[src/rtl/qdac_pkg.sv]
/*
 * Package for the four-channel converter holding-register block: address
 * compare fields, channel decode, word layout and code constants.
 * Assumes a multiplexed 16-bit bus with its strobes sampled on clk.
 */
// How it works
// - Compare switches to address bits 3-11 under bank select
// - Closed switch reads zero; nine switches used
// - Address bits 1-2 pick one of four registers
// - Compare only when address bit 12 is one
// - Four contiguous words, base 170000 to 177770 octal
// - Bus initialise clears all four registers
// - Registers hold value until written
// - Offset binary: 0000 low, 4000 zero, 7777 high
// - All-ones code sits one step below full scale
// - Each register word or byte writable and readable
// - Fourth register bits 0-3 drive digital outputs
// - No control or status register at all
package qdac_pkg;
    localparam int DATA_W = 16;
    localparam int CODE_W = 12;
    localparam int NUM_CH = 4;
    localparam int SW_W = 10;
    localparam int CMP_LO = 3;
    localparam int CMP_HI = 11;
    localparam int CMP_W = CMP_HI - CMP_LO + 1;
    localparam int IOPAGE_BIT = 12;
    localparam int SEL_LO = 1;
    localparam int DOUT_W = 4;
    localparam int DOUT_CH = 3;
    localparam logic [CODE_W-1:0] CODE_RESET = 12'h000;
    localparam logic [CODE_W-1:0] CODE_MID = 12'h800;
    localparam logic [DATA_W-1:0] RD_IDLE = 16'h0000;

    typedef logic [CODE_W-1:0] qdac_code_t;
    typedef logic [1:0] qdac_sel_t;

    // Bus transfer carried as one bundle
    typedef struct packed {
        logic sync;
        logic bank7;
        logic wr_cmd;
        logic rd_cmd;
        logic byte_hi;
        logic byte_lo;
        logic [DATA_W-1:0] dal;
    } qdac_bus_t;

    typedef enum logic [1:0] {QDAC_IDLE, QDAC_CLAIMED, QDAC_IGNORED} qdac_state_t;
endpackage

[src/rtl/qdac_hold_mem.sv]
/*
 * Four-word holding store with byte-lane writes and registered read data.
 * Assumes writes arrive already decoded from the bus side.
 */
`timescale 1ns/1ps
module qdac_hold_mem
    import qdac_pkg::*;
(
    // Clock and reset
    input wire logic clk,
    input wire logic rst,
    input wire logic ce,
    // Write and read
    input wire logic wr_lo,
    input wire logic wr_hi,
    input wire qdac_sel_t sel,
    input wire logic [DATA_W-1:0] wdata,
    output logic [CODE_W-1:0] rdata,
    // Held codes
    output qdac_code_t codes [NUM_CH]
);
    // Holding words; init comes in on rst
    always_ff @(posedge clk or posedge rst) begin
        if (rst) begin
            for (int i = 0; i < NUM_CH; i++) begin
                codes[i] <= CODE_RESET;
            end
        end else if (ce) begin
            if (wr_lo) begin
                codes[sel][7:0] <= wdata[7:0];
            end
            if (wr_hi) begin
                codes[sel][CODE_W-1:8] <= wdata[CODE_W-1:8];
            end
        end
    end

    // Read port registered so the bus sees a clean value
    always_ff @(posedge clk or posedge rst) begin
        if (rst) begin
            rdata <= CODE_RESET;
        end else if (ce) begin
            rdata <= codes[sel];
        end
    end
endmodule // qdac_hold_mem

[src/rtl/qdac_top.sv]
/*
 * Bus-side control for a four-channel 12-bit converter card: address match
 * against a switch pack, register select, word/byte access, init clear.
 * Assumes bus strobes are synchronous to clk; bus_init is the reset.
 * Register codes go to converters untransformed; coding is software's job.
 * A transfer is one sync window: its first cycle carries the address, the
 * later cycles carry the command, the lanes and the data. The card answers
 * only in a window that it claimed in that window's first cycle.
 * Assumes the master holds its command until reply is seen.
 * Limitation: sync must drop for a cycle between windows; without that gap
 * the card sees one long window and handles every later command by the first window's claim and select.
 * Outputs all come from registers, so every answer lags its cause by at least one edge.
 */
`timescale 1ns/1ps
module qdac_top
    import qdac_pkg::*;
(
    // Clock and reset
    input wire logic clk,
    input wire logic rst,
    input wire logic ce,
    // Switch pack, closed switch reads as zero
    input wire logic [SW_W-1:0] address_match_switch_pack,
    // Bus
    input wire qdac_bus_t bus,
    output logic [DATA_W-1:0] rd_data,
    output logic rd_oe,
    output logic reply,
    // Converter codes and digital port
    output qdac_code_t dac_code [NUM_CH],
    output logic [DOUT_W-1:0] dig_out
);
    // Clock enable low holds every register below, the store included; a
    // window that straddles a low stretch simply resumes where it stopped.
    // Bus init is asynchronous and wins over the enable.

    // Window tracking
    qdac_state_t state;
    qdac_state_t next_state;
    qdac_sel_t sel;
    qdac_sel_t next_sel;
    logic claimed;
    logic claimed_wr;
    logic wr_go;
    logic rd_go;

    // Store side
    logic [CODE_W-1:0] mem_rdata;
    qdac_code_t codes [NUM_CH];
    logic wr_lo;
    logic wr_hi;

    // Address match: nine compare bits plus I/O page and bank select
    function automatic logic addr_hit(input logic [DATA_W-1:0] a,
                                      input logic [SW_W-1:0] sw, input logic b7);
        addr_hit = b7 && a[IOPAGE_BIT]
                   && (a[CMP_HI:CMP_LO] == sw[CMP_W-1:0]);
    endfunction

    // Register select from the word address; bit 0 plays no part
    function automatic qdac_sel_t reg_select(input logic [DATA_W-1:0] a);
        reg_select = a[SEL_LO+1:SEL_LO];
    endfunction

    // Lane strobe: claimed window, write command, first cycle, lane on
    function automatic logic lane_write(input logic is_claimed, input logic wr,
                                        input logic done, input logic lane);
        lane_write = is_claimed && wr && !done && lane;
    endfunction

    // Read word: a code with bits 15-12 forced to zero
    function automatic logic [DATA_W-1:0] read_word(input qdac_code_t c);
        read_word = {{(DATA_W-CODE_W){1'b0}}, c};
    endfunction

    // Digital port bits: the low bits of a code
    function automatic logic [DOUT_W-1:0] port_bits(input qdac_code_t c);
        port_bits = c[DOUT_W-1:0];
    endfunction

    // Window states: idle waits for sync; claimed answers commands; ignored
    // rides out a window meant for another card. The address is looked at
    // in the idle state only, so a data word later in a missed window, which
    // may well look like our address, can never claim the card.
    always_comb begin
        next_state = state;
        next_sel = sel;
        case (state)
            QDAC_IDLE: begin
                if (bus.sync) begin
                    if (addr_hit(bus.dal, address_match_switch_pack, bus.bank7)) begin
                        next_state = QDAC_CLAIMED;
                        next_sel = reg_select(bus.dal);
                    end else begin
                        next_state = QDAC_IGNORED;
                    end
                end
            end
            QDAC_CLAIMED: begin
                if (!bus.sync) begin
                    next_state = QDAC_IDLE;
                end
            end
            QDAC_IGNORED: begin
                if (!bus.sync) begin
                    next_state = QDAC_IDLE;
                end
            end
            default: begin
                next_state = QDAC_IDLE;
            end
        endcase
    end

    // Window state; bus init drops any claim in flight
    always_ff @(posedge clk or posedge rst) begin
        if (rst) begin
            state <= QDAC_IDLE;
        end else if (ce) begin
            state <= next_state;
        end
    end

    // Select held for the whole window; a missed window leaves it alone,
    // so a read in a claimed window never sees a foreign select
    always_ff @(posedge clk or posedge rst) begin
        if (rst) begin
            sel <= 2'h0;
        end else if (ce) begin
            sel <= next_sel;
        end
    end

    // Command qualifiers for the claimed window
    assign claimed = (state == QDAC_CLAIMED);
    assign wr_go = claimed && bus.wr_cmd;
    assign rd_go = claimed && bus.rd_cmd;

    // First write cycle seen; a master that holds its command for several
    // cycles still writes once, so a late change on the data lines is not
    // taken as a second write
    always_ff @(posedge clk or posedge rst) begin
        if (rst) begin
            claimed_wr <= 1'b0;
        end else if (ce) begin
            claimed_wr <= wr_go;
        end
    end

    // Lane strobes; a byte write leaves the other lane as it was.
    // Both lanes together make a word write
    assign wr_lo = lane_write(claimed, bus.wr_cmd, claimed_wr, bus.byte_lo);
    assign wr_hi = lane_write(claimed, bus.wr_cmd, claimed_wr, bus.byte_hi);

    // Holding store; its words change only on a lane strobe or bus init, and a low
    // clock enable freezes them with everything else
    qdac_hold_mem u_mem (
        .clk(clk),
        .rst(rst),
        .ce(ce),
        .wr_lo(wr_lo),
        .wr_hi(wr_hi),
        .sel(sel),
        .wdata(bus.dal),
        .rdata(mem_rdata),
        .codes(codes)
    );

    // Drive enable follows a claimed read; there is no status register
    always_ff @(posedge clk or posedge rst) begin
        if (rst) begin
            rd_oe <= 1'b0;
        end else if (ce) begin
            rd_oe <= rd_go;
        end
    end

    // Read word, taken from the registered store copy; the copy follows
    // the select of the current window one edge after the claim
    always_ff @(posedge clk or posedge rst) begin
        if (rst) begin
            rd_data <= RD_IDLE;
        end else if (ce) begin
            rd_data <= read_word(mem_rdata);
        end
    end

    // Reply: a write is answered one cycle after its command; a read waits
    // until the drive enable has stood for a cycle, because the store copy
    // reaches rd_data only two edges after the claim. Trades one cycle of
    // read latency for never acknowledging stale data.
    always_ff @(posedge clk or posedge rst) begin
        if (rst) begin
            reply <= 1'b0;
        end else if (ce) begin
            reply <= wr_go || (rd_go && rd_oe);
        end
    end

    // Converter codes, registered; they pass untouched, mid code is zero volts.
    // A read never disturbs them
    always_ff @(posedge clk or posedge rst) begin
        if (rst) begin
            for (int i = 0; i < NUM_CH; i++) begin
                dac_code[i] <= CODE_RESET;
            end
        end else if (ce) begin
            dac_code <= codes;
        end
    end

    // Digital port; these bits also sit in the low end of channel 3's code,
    // so using them as control lines disturbs that converter by a few steps
    always_ff @(posedge clk or posedge rst) begin
        if (rst) begin
            dig_out <= 4'h0;
        end else if (ce) begin
            dig_out <= port_bits(codes[DOUT_CH]);
        end
    end
endmodule // qdac_top

[config.mk]
export PLATFORM = sky130hd
export DESIGN_NAME = qdac_top
export DESIGN_NICKNAME = d
export VERILOG_FILES = /design/src/rtl/qdac_pkg.sv /design/src/rtl/qdac_hold_mem.sv /design/src/rtl/qdac_top.sv
export SDC_FILE = /design/constraint.sdc
export NUM_CORES = 1
export LEC_CHECK = 0
export ABC_CLOCK_PERIOD_IN_PS = 6900
export BUFFER_PORTS_ARGS = -buffer_cell sky130_fd_sc_hd__buf_2
export CELL_PAD_IN_SITES_DETAIL_PLACEMENT = 2
export CELL_PAD_IN_SITES_GLOBAL_PLACEMENT = 2
export CORE_MARGIN = 3
export CORE_UTILIZATION = 38
export CTS_CLUSTER_DIAMETER = 120
export DETAILED_ROUTE_END_ITERATION = 12
export MAX_ROUTING_LAYER = met4
export PLACE_DENSITY = 0.81
export SKIP_LAST_GASP = 1
export SLEW_MARGIN = 20
export SYNTH_ARGS = -nofsm -noshare
export SYNTH_HDL_FRONTEND = slang
export SYNTH_SLANG_ARGS = --single-unit
[constraint.sdc]
create_clock -name clk -period 6.9 [get_ports clk]
set_clock_uncertainty 0.05 [all_clocks]
set_input_delay 0 -clock clk [delete_from_list [all_inputs] [get_ports clk]]
set_output_delay 0 -clock clk [all_outputs]
set_load 0.01 [all_outputs]
**Yosys cells after proc, flatten, opt, wreduce, memory -nomap -nowiden**

Index checks and enable logic that the tools add are counted.

- Bits in registers: 131
- Input bits: 35
- Output and inout bits: 70

- Order comparisons: 2
- Eq/ne operators: 5
- Mux-type cells: 16
- Bitwise logic cells: 1
- Reduce and logical (&&, ||, !) cells: 15

Operators by type and width:

| kind | number |
|---|---|
| two-way mux 48 bit | 3 |
| bitwise mux 48 bit | 2 |
| demux 12 bit (select 2 bit) | 2 |
| two-way mux 12 bit | 3 |
| binary-select mux 12 bit (select 2 bit) | 1 |
| equality test 9 bit | 1 |
| logical AND 1 bit | 9 |
| two-way mux 8 bit | 1 |
| two-way mux 2 bit | 3 |
| != test 2 bit, second input constant | 2 |
| one-hot mux 2 bit (2 select lines) | 1 |
| AND reduction 4 bit | 1 |
| greater-or-equal comparator 3 bit, second input constant | 1 |
| less-than comparator 3 x 1 -> 1 bit, second input constant | 1 |
| inverter 2 -> 3 bit | 1 |
| AND reduction 3 bit | 1 |
| equality test 2 x 1 -> 1 bit, second input constant | 1 |
| equality test 2 bit, second input constant | 1 |
| zero test 2 bit | 1 |
| OR reduction 2 bit | 1 |
| zero test 1 bit | 1 |
| logical OR 1 bit | 1 |

**Depth between registers and ports, before layout**

Gate-level depths: netlist of run 1.

- Word-level depth: 10
- Mapped depth: 7
- Gate-level depth less buffers: 6

**Modules after synthesis**

From an unflattened synthesis of run 1, not the netlist that was laid out.

- Cells, all modules: 352
- Area, all modules: 5335.1 um2

Modules (own cells, without submodules):

| module | instances | cells each | area each (um2) | seq. area each (um2) |
|---|---|---|---|---|
| qdac_top | 1 | 190 | 2772.7 | 1676.6 |
| qdac_hold_mem | 1 | 162 | 2562.5 | 1501.4 |

**Worst setup path before layout of run 1**

OpenSTA, ideal clock, no wires.

- Kind: reg2reg
- Start point: register state[0]
- End point: register u_mem.codes[24] in the netlist's numbering
- Setup time: 125 ps
- Arrival: 1566 ps
- Required time: 6725 ps
- Path slack: 5159 ps
- Cell stages (with the launch flop): 7
- Path buffers: 1
- Cell sequence: dfrtp_1 ha_1 and4b_1 and2_1 buf_4 nand2_2 mux2_2

- Longest elaborated chain between the ends: 8
- Elaborated cells on any way between the ends: 9
- Those cells by class: eq/ne: 1; mux: 4; reduce/logical: 4

RTL lines:

| what | RTL line | text |
|---|---|---|
| start, declared | qdac_top.sv:38 | `qdac_state_t state;` |
| start signal, assigned | qdac_top.sv:120 | `state <= next_state;` |
| equality test 2 x 1 -> 1 bit * | qdac_top.sv:135 | `assign claimed = (state == QDAC_CLAIMED);` |
| logical AND 1 bit * (2 in series) | qdac_top.sv:68 | `lane_write = is_claimed && wr && !done && lane;` |
| logical AND 1 bit | qdac_top.sv:68 |  |
| two-way mux 48 bit | qdac_hold_mem.sv:29 | `if (wr_lo) begin` |
| two-way mux 48 bit | qdac_hold_mem.sv:28 | `end else if (ce) begin` |
| bitwise mux 48 bit | qdac_hold_mem.sv:33 | `codes[sel][CODE_W-1:8] <= wdata[CODE_W-1:8];` |
| two-way mux 48 bit * | qdac_hold_mem.sv:32 | `if (wr_hi) begin` |
| end signal, assigned by index | qdac_hold_mem.sv:30 | `codes[sel][7:0] <= wdata[7:0];` |
| end signal, assigned by index | qdac_hold_mem.sv:33 |  |
| end, declared | qdac_hold_mem.sv:20 | `output qdac_code_t codes [NUM_CH]` |

Mark *: on every way between the ends. The rest lies on a longest branch, timed or not. The select of a mux whose other input is x is not followed.
A chain may end at the register's enable or synchronous reset.

**Final worst setup path of run 1**

- Start point: register state[1]
- End point: register u_mem.codes[28] in the netlist's numbering

Same word-level chain as after synthesis.

==> metrics list, run 1 <==
* Kind of end point of the critical path: flip-flop
- Of all flip-flops after synthesis, the portion carrying an async set or reset was 100%.
- Yosys Warn Count: 0
* Cell Area, Synth: 5320 µm²
- The number of antenna diodes in the final layout is 0.
- Cell types with the largest area share after synthesis: dfrtp_1, mux2_2, mux4_2, xnor2_1, buf_4
- Achievable clock frequency: 0.456 GHz
* CTS tree: done
- Before antenna repair, the detailed router went through 4 iterations.
- The floorplan step defined a die boundary enclosing 15400 µm².
- In this run, the number of DRC markers left after iteration 0 of detailed routing was 137.
- Worst-path clk slew: 0.05 ns
- Distinct cell type count of the synthesized netlist: 30
* Clock tree sinks: 127
- The setup check on the worst reg-to-reg path leaves a slack of 4.71 ns.
- Clock Tree Root: clkbuf_16
- Using the TritonRoute via totals, the vias-per-cell ratio works out to 5.08.
- Reg2reg path depth: 6
- Yosys instantiated no cell more often than dfrtp_1.
- For this run, design rule violations remaining after detail routing come to 0.
* Largest net degree at the start of global routing: 83
* Leakage power of the design: 0.00347 µW
* Run status: finished, final reports clean
- The number of antenna violations at the first check in global routing was 0.
- Counting every instance in the synthesized netlist gives 340.
* Capture point of the worst reg-to-reg path: u_mem.codes[28]
* Number of clock buffers inserted by TritonCTS: 17
- Hpwl dp: 8970 µm
- Crit Path Max Fanout: 8
* Top flip-flop cell by instance count after synthesis: dfrtp_1
- The clock passes through at most 2 buffers.
- For this run, the post-layout net count is 492.
- Flip-flop and latch count after synthesis: 127
- The share of the Yosys chip area taken by registers is 59.8%.
- After global routing the overflow that remains totals 0.
* Worst setup path endpoint: u_mem.codes[28]
* Starting utilization of the core area: 39.5%
- The total count of hold-check failures in the final report came to 0.
- The first global-routing pass estimated 22600 µm of wire.
- Post-Synthesis Mean Instance Area: 15.6 µm²
- Peak supply drop: 0.000145 V
- Post-CTS repair changed the size of 0 cells.
- Class of the tightest hold or removal check: primary input to flip-flop
- Via count of the first global-routing pass: 3778
- Setup violations remaining at the end of the flow were counted as 0.
- Routed wirelength normalized by instance count: 22.2 µm
- In this run the tool buffered the top-level ports with 96 buffer cells.
* Data required time at the worst endpoint: 7.14 ns
* Num rows: 42
- The area growth from synthesis to layout is 25.7%.
- Die span in x: 124 µm
* Routability cong.: 0.738
- After layout, the minimum clock period comes to 2.19 ns.
- Total Routing Usage GR: 19.8%
- DRT Wirelength: 14300 µm
* Proportion of layout cells with a drive suffix above 1: 57.2%
* Areal power density over the cells: 325 nW/µm²
- Area of the core region: 13500 µm²
* Fin crit share: 31.8%
* Setup fix buffers added after clock tree synthesis: 0
- Number of enable flip-flop cells after synthesis: 0
- For this block, the via count after detailed routing is 3264.
* Total Negative Setup Slacks: 0 ns
- Max Cap Violations: 0
- Crit path launch type: flip-flop
- The critical path starts at state[1].
* Skew-Pair Late Insertion Delay: 0.41 ns
* Worst rel slew slack: 30.9%
- Residual antenna-violating net count after detailed routing: 0
* Dominant cell type by area after synthesis: dfrtp_1
- Tightest Pin Transition: 1.04 ns
- Top-Level Pins: 105
- Power after layout: 2170 µW
- Area share of the largest cell type after synthesis: 59.8%
- Max Slew Vio Count: 0
- By startpoint and endpoint, the worst setup path is classified as flip-flop to flip-flop.
- Arrival time of the worst setup path: 2.44 ns
* Die height: 124 µm
- Maximum level of the CTS H-tree: 4
- FF-to-FF Start: state[1]
- Setup repair after global routing left no endpoint under its margin.
- Cell types with the highest counts after synthesis: dfrtp_1, mux2_2, mux4_2
==> final cells by class <==
type / count / area, µm²
clock buffer: 26 / 509
sequential: 127 / 3180
multi-input combinational: 188 / 1990
inverter: 6 / 25.0
timing repair buffer: 115 / 678
tap: 176 / 220
fill: 1298 / 6770
clock inverter: 5 / 77.6
==> layer usage <==
metal / GRT usage (%) / vias up / share of wire [%]
li1: - / 1445 / -
met1: 22.7 / 1716 / 41
met2: 33.9 / 82 / 53
met3: 5.53 / 21 / 4.2
met4: 6.06 / 0 / 1.5
met5: - / - / 0
==> stage by stage <==
step | instance area (µm²) | hold slack (ns) | utilization, % | worst slack [ns] | cells
2_1_floorplan | 5330 | 0.100 | - | 3.47 | 343
4_1_cts | 6660 | 0.0952 | 49.5 | 4.70 | 642
3_5_place_dp | 5920 | 0.0697 | 44.0 | 4.59 | 595
3_3_place_gp | 5920 | 0.0572 | 44.0 | 4.65 | 595
6_report | 6680 | 0.126 | 49.7 | 4.71 | 643
5_1_grt | 6680 | 0.142 | 49.7 | 4.59 | 643
==> flip-flops by register name, indices dropped and copies added (netlist names) <==
signal	cells
u_mem.rdata	12
u_mem.codes	48
sel	2
rd_data	12
dac_code	45
dig_out	3
state	2
claimed_wr	1
reply	1
rd_oe	1
==> report_power, final <==
part | total, µW | leakage, µW | switching, µW | internal, µW
logic | 344 | 0.00144 | 159 | 185
registers | 938 | 0.00174 | 76.9 | 862
clock network | 891 | 0.000286 | 315 | 577
total | 2170 | 0.00347 | 550 | 1620
==> how the worst min path moves through the flow <==
stage,slack [ns],from,endpoint,cells past startpoint
floorplan,0.10,bus[19],claimed_wr,2
global placement,0.06,rst,dac_code[14],2
detailed placement,0.07,rst,dac_code[14],2
CTS,0.1,bus[12],state[0],4
global route,0.14,bus[12],state[0],4
finish,0.13,bus[12],state[0],4
==> critical path, stage by stage (launching register included) <==
cell and delay, ns:
dfrtp_1 0.41, inv_1 0.12, ha_1 0.27, and4b_1 0.25, and2_1 0.33, nand2_2 0.27
mux2_2 0.35
==> cell families (layout without fill, tap and decap cells) <==
group / count (synthesis) / count (layout) / share of synthesized area, %
compound gates: 9 / 9 / 1.18
xor+xnor: 9 / 9 / 1.48
fa+ha+maj: 2 / 2 / 0.471
buf+inv: 28 / 152 / 2.94
flops: 127 / 127 / 59.8
mux: 134 / 134 / 30.9
other cells: 1 / 4 / 0.0705
simple gates: 30 / 30 / 3.18
==> cells in the final DEF, fill, tap and decap left out, types with 3 or more instances in the layout <==
master,instances
dlygate4sd3_1,16
buf_2,95
nand3_1,5
clkbuf_8,5
dfrtp_1,127
clkbuf_16,17
mux2_2,122
nand2_1,8
o21ai_0,3
xnor2_1,9
mux4_2,12
nand2_2,3
conb_1,4
clkbuf_1,4
inv_1,5
nor2_1,3
buf_4,3
==> timing repair <==
item                       4_1_cts  5_1_grt
setup endpoints to repair        0        0
hold buffers                    16        0
hold endpoints to repair       102        0
Note: power is estimated with default switching activity, not from simulation.
==> run 2: changes to the inputs <==
ABC_CLOCK_PERIOD_IN_PS = 1800   (was 6900)
CORE_UTILIZATION = 35   (was 38)
PLACE_DENSITY = 0.79   (was 0.81)
clock period = 1.8 ns   (was 6.9 ns; I/O delays follow)
==> run 2 against run 1 <==
  * The flow now finishes with violations (negative setup slack)
  * Die area rose by 8.1%
  * Fmax rose by 19%
  * First-iteration DRC count fell by 6.6%
  * Final area rose by 4.2%
  * Hold slack got worse by 0.033 ns
==> metrics list, run 2 (synthesis results as in run 1) <==
- Maximum level of the CTS H-tree: 4
- The die covers 16700 µm².
- Headroom to the max-slew limit came out at 54.0%.
- After clock tree synthesis, the clock-pin slew on the worst setup and hold paths is 0.06 ns.
- Failing checks: negative setup slack
- Based on the critical path, the design can be clocked at up to 0.543 GHz.
- Run status: complete, but fails checks
* DRT Wirelength: 14700 µm
* Register with the highest flop count: u_mem.codes
- The finished cells cover 6960 µm².
* Clock Tree Root: clkbuf_16
* Wire length of the first global-routing pass: 22700 µm
- Area post-placement: 6030 µm²
* FF-to-FF Start: state[1]
* Data required time at the worst endpoint: 2.04 ns
- At the end of routability-driven placement, the weighted congestion stood at 0.801.
- The total count of hold-check failures in the final report is 0.
- The analysis attributes to cell leakage a power of 0.00365 µW.
- The largest single stage delay on the critical path is 0.40 ns.
- The number of global-route vias before repair is 3861.
- Setup total negative slack on the finished layout was measured at -0.293 ns.
- CTS saw 127 sinks.
* Number of flip-flops in the largest register: 48
- Total of endpoints with negative setup slack in the final report: 14
- The worst hold path belongs to the class primary input to flip-flop.
- The total area inside the core boundary comes to 14700 µm².
- RSZ-0062 raised after global routing: true
- The worst hold path begins at bus[17].
* Remaining DRCs: 0
- The final critical path takes up 102% of the cycle.
- Crit path launch type: flip-flop
- The tool flagged a number of max-cap violations equal to 0.
- The first detailed-routing pass ran for 4 iterations.
* Slowest-stage cell, CP: dfrtp_1
* Worst Hold End: u_mem.codes[34]
* Skew-Pair Late Insertion Delay: 0.42 ns
- Peak supply drop: 0.000618 V
- Most frequent standard cell in the layout excluding fill and tap cells: dfrtp_1
- After the last flow step, the layout net total stands at 508.
- The HPWL after detailed placement is 9420 µm.
* Reg2reg path depth: 6
* Total Routing Usage GR: 18.9%
- Power after layout: 8670 µW
- In the post-route analysis, the smallest setup slack over all paths is -0.0430 ns.
- Type of the worst setup path: flip-flop to flip-flop
- Counting the buffers created by CTS gives 17.
- Average via count per standard cell: 5.02
- The worst setup path is captured at a flip-flop.
- Placed instance count: 614
* Area Growth Syn to Fin: 30.9%
- For this configuration, the core starts out at a cell density of 36.2%.
- Hold depth: 4
- Counting along the longest clock path gives a buffer depth of 2.
- Die span in x: 129 µm
- Via count: 3349
- Cells along the critical path: inv_2 > ha_4 > and4b_1 > and2_4 > nand3_4 > mux2_4
* Routed wirelength normalized by instance count: 22.0 µm
- GR Overflow Total: 0
* Tightest Pin Transition: 0.690 ns
* CTS tree: done
* Top-Level Pins: 105
* Pre-CTS worst setup slack: -0.332 ns
- The die is 129 µm tall.
- Internal reg-to-reg setup slack: -0.04 ns
- Number of buffers added on ports: 96
- Counting I/O delays and the setup requirement, the final critical path takes 1.84 ns.
- Antenna violations before repair: 1
- Power spread over the standard cell area amounts to 1250 nW/µm².
- For this run, the number of standard cells in the final layout without fillers is 667.
- Capture point of the worst reg-to-reg path: u_mem.codes[5]
- Proportion of layout cells with a drive suffix above 1: 61.2%
- Max Slew Vio Count: 0
* Num rows: 44
* Most used cells in the layout excluding fill and tap cells: dfrtp_1, mux2_2, buf_2
- In the final layout, the registers with the most flip-flops are u_mem.codes x48, dac_code x45.
- Once detail routing completed, the nets flagged for antenna violations numbered 0.
- Of all nets on the critical path, the largest fanout is 8.
* Count of routing violations after the opening detailed-route iteration: 128
* Largest net degree at the start of global routing: 128
- Arrival time of the worst setup path: 2.08 ns
## run 2: routing by layer
layer | routed length, µm | vias up | track usage (%)
met5 | 0 | - | -
met4 | 265 | 0 | 7.35
met3 | 468 | 19 | 3.87
met2 | 7750 | 86 | 31.2
met1 | 6170 | 1764 | 22.9
li1 | - | 1480 | -
## run 2: how the worst max path moves through the flow
stage	depth (start not counted)	from	end	slack, ns
3_5_place_dp	7	state[0]	sel[1]	-0.33
3_3_place_gp	7	state[0]	sel[0]	-0.10
6_report	6	state[1]	u_mem.codes[5]	-0.04
2_1_floorplan	6	state[0]	u_mem.codes[24]	0.06
5_1_grt	6	state[0]	u_mem.codes[5]	-0.10
4_1_cts	7	state[0]	sel[1]	-0.02
## run 2: report_power, final
part,switching [µW],leakage (µW),internal [µW]
combinational,698,0.00161,827
clock,1210,0.000295,2340
sequential,292,0.00174,3300
total,2200,0.00365,6470
## run 2: critical path: cells and delay by family, from the launching register on
family | cells | cell delay [ns]
buffers and inverters | 1 | 0.11
AND/OR/NAND/NOR | 3 | 0.64
flip-flops | 1 | 0.40
multiplexers | 1 | 0.36
adder cells (fa/ha/maj) | 1 | 0.14
## run 2: area by class of cell
class                   count  area [µm²]
multi-input cells         188        2100
inverters                   6        26.3
clock buffers              25         505
well taps                 184         230
diodes                      1        2.50
flip-flops and latches    127        3180
fillers                  1404        7740
clock inverters             5         103
repair buffers            131         815
## run 2: per-stage QoR
step / hold WS, ns / util, %
global route: 0.0886 / 47.4
global placement: 0.201 / 41.1
finish: 0.0931 / 47.4
detailed placement: 0.209 / 41.1
floorplan: 0.100 / -
CTS: 0.101 / 47.0
## run 2: repair_timing
action | 4_1_cts | 5_1_grt
setup buffers | 3 | 3
endpoints found under the setup margin | 50 | 50
hold buffers | 16 | 0
pin swaps | 4 | 5
resized for setup | 20 | 7
endpoints found under the hold margin | 182 | 0
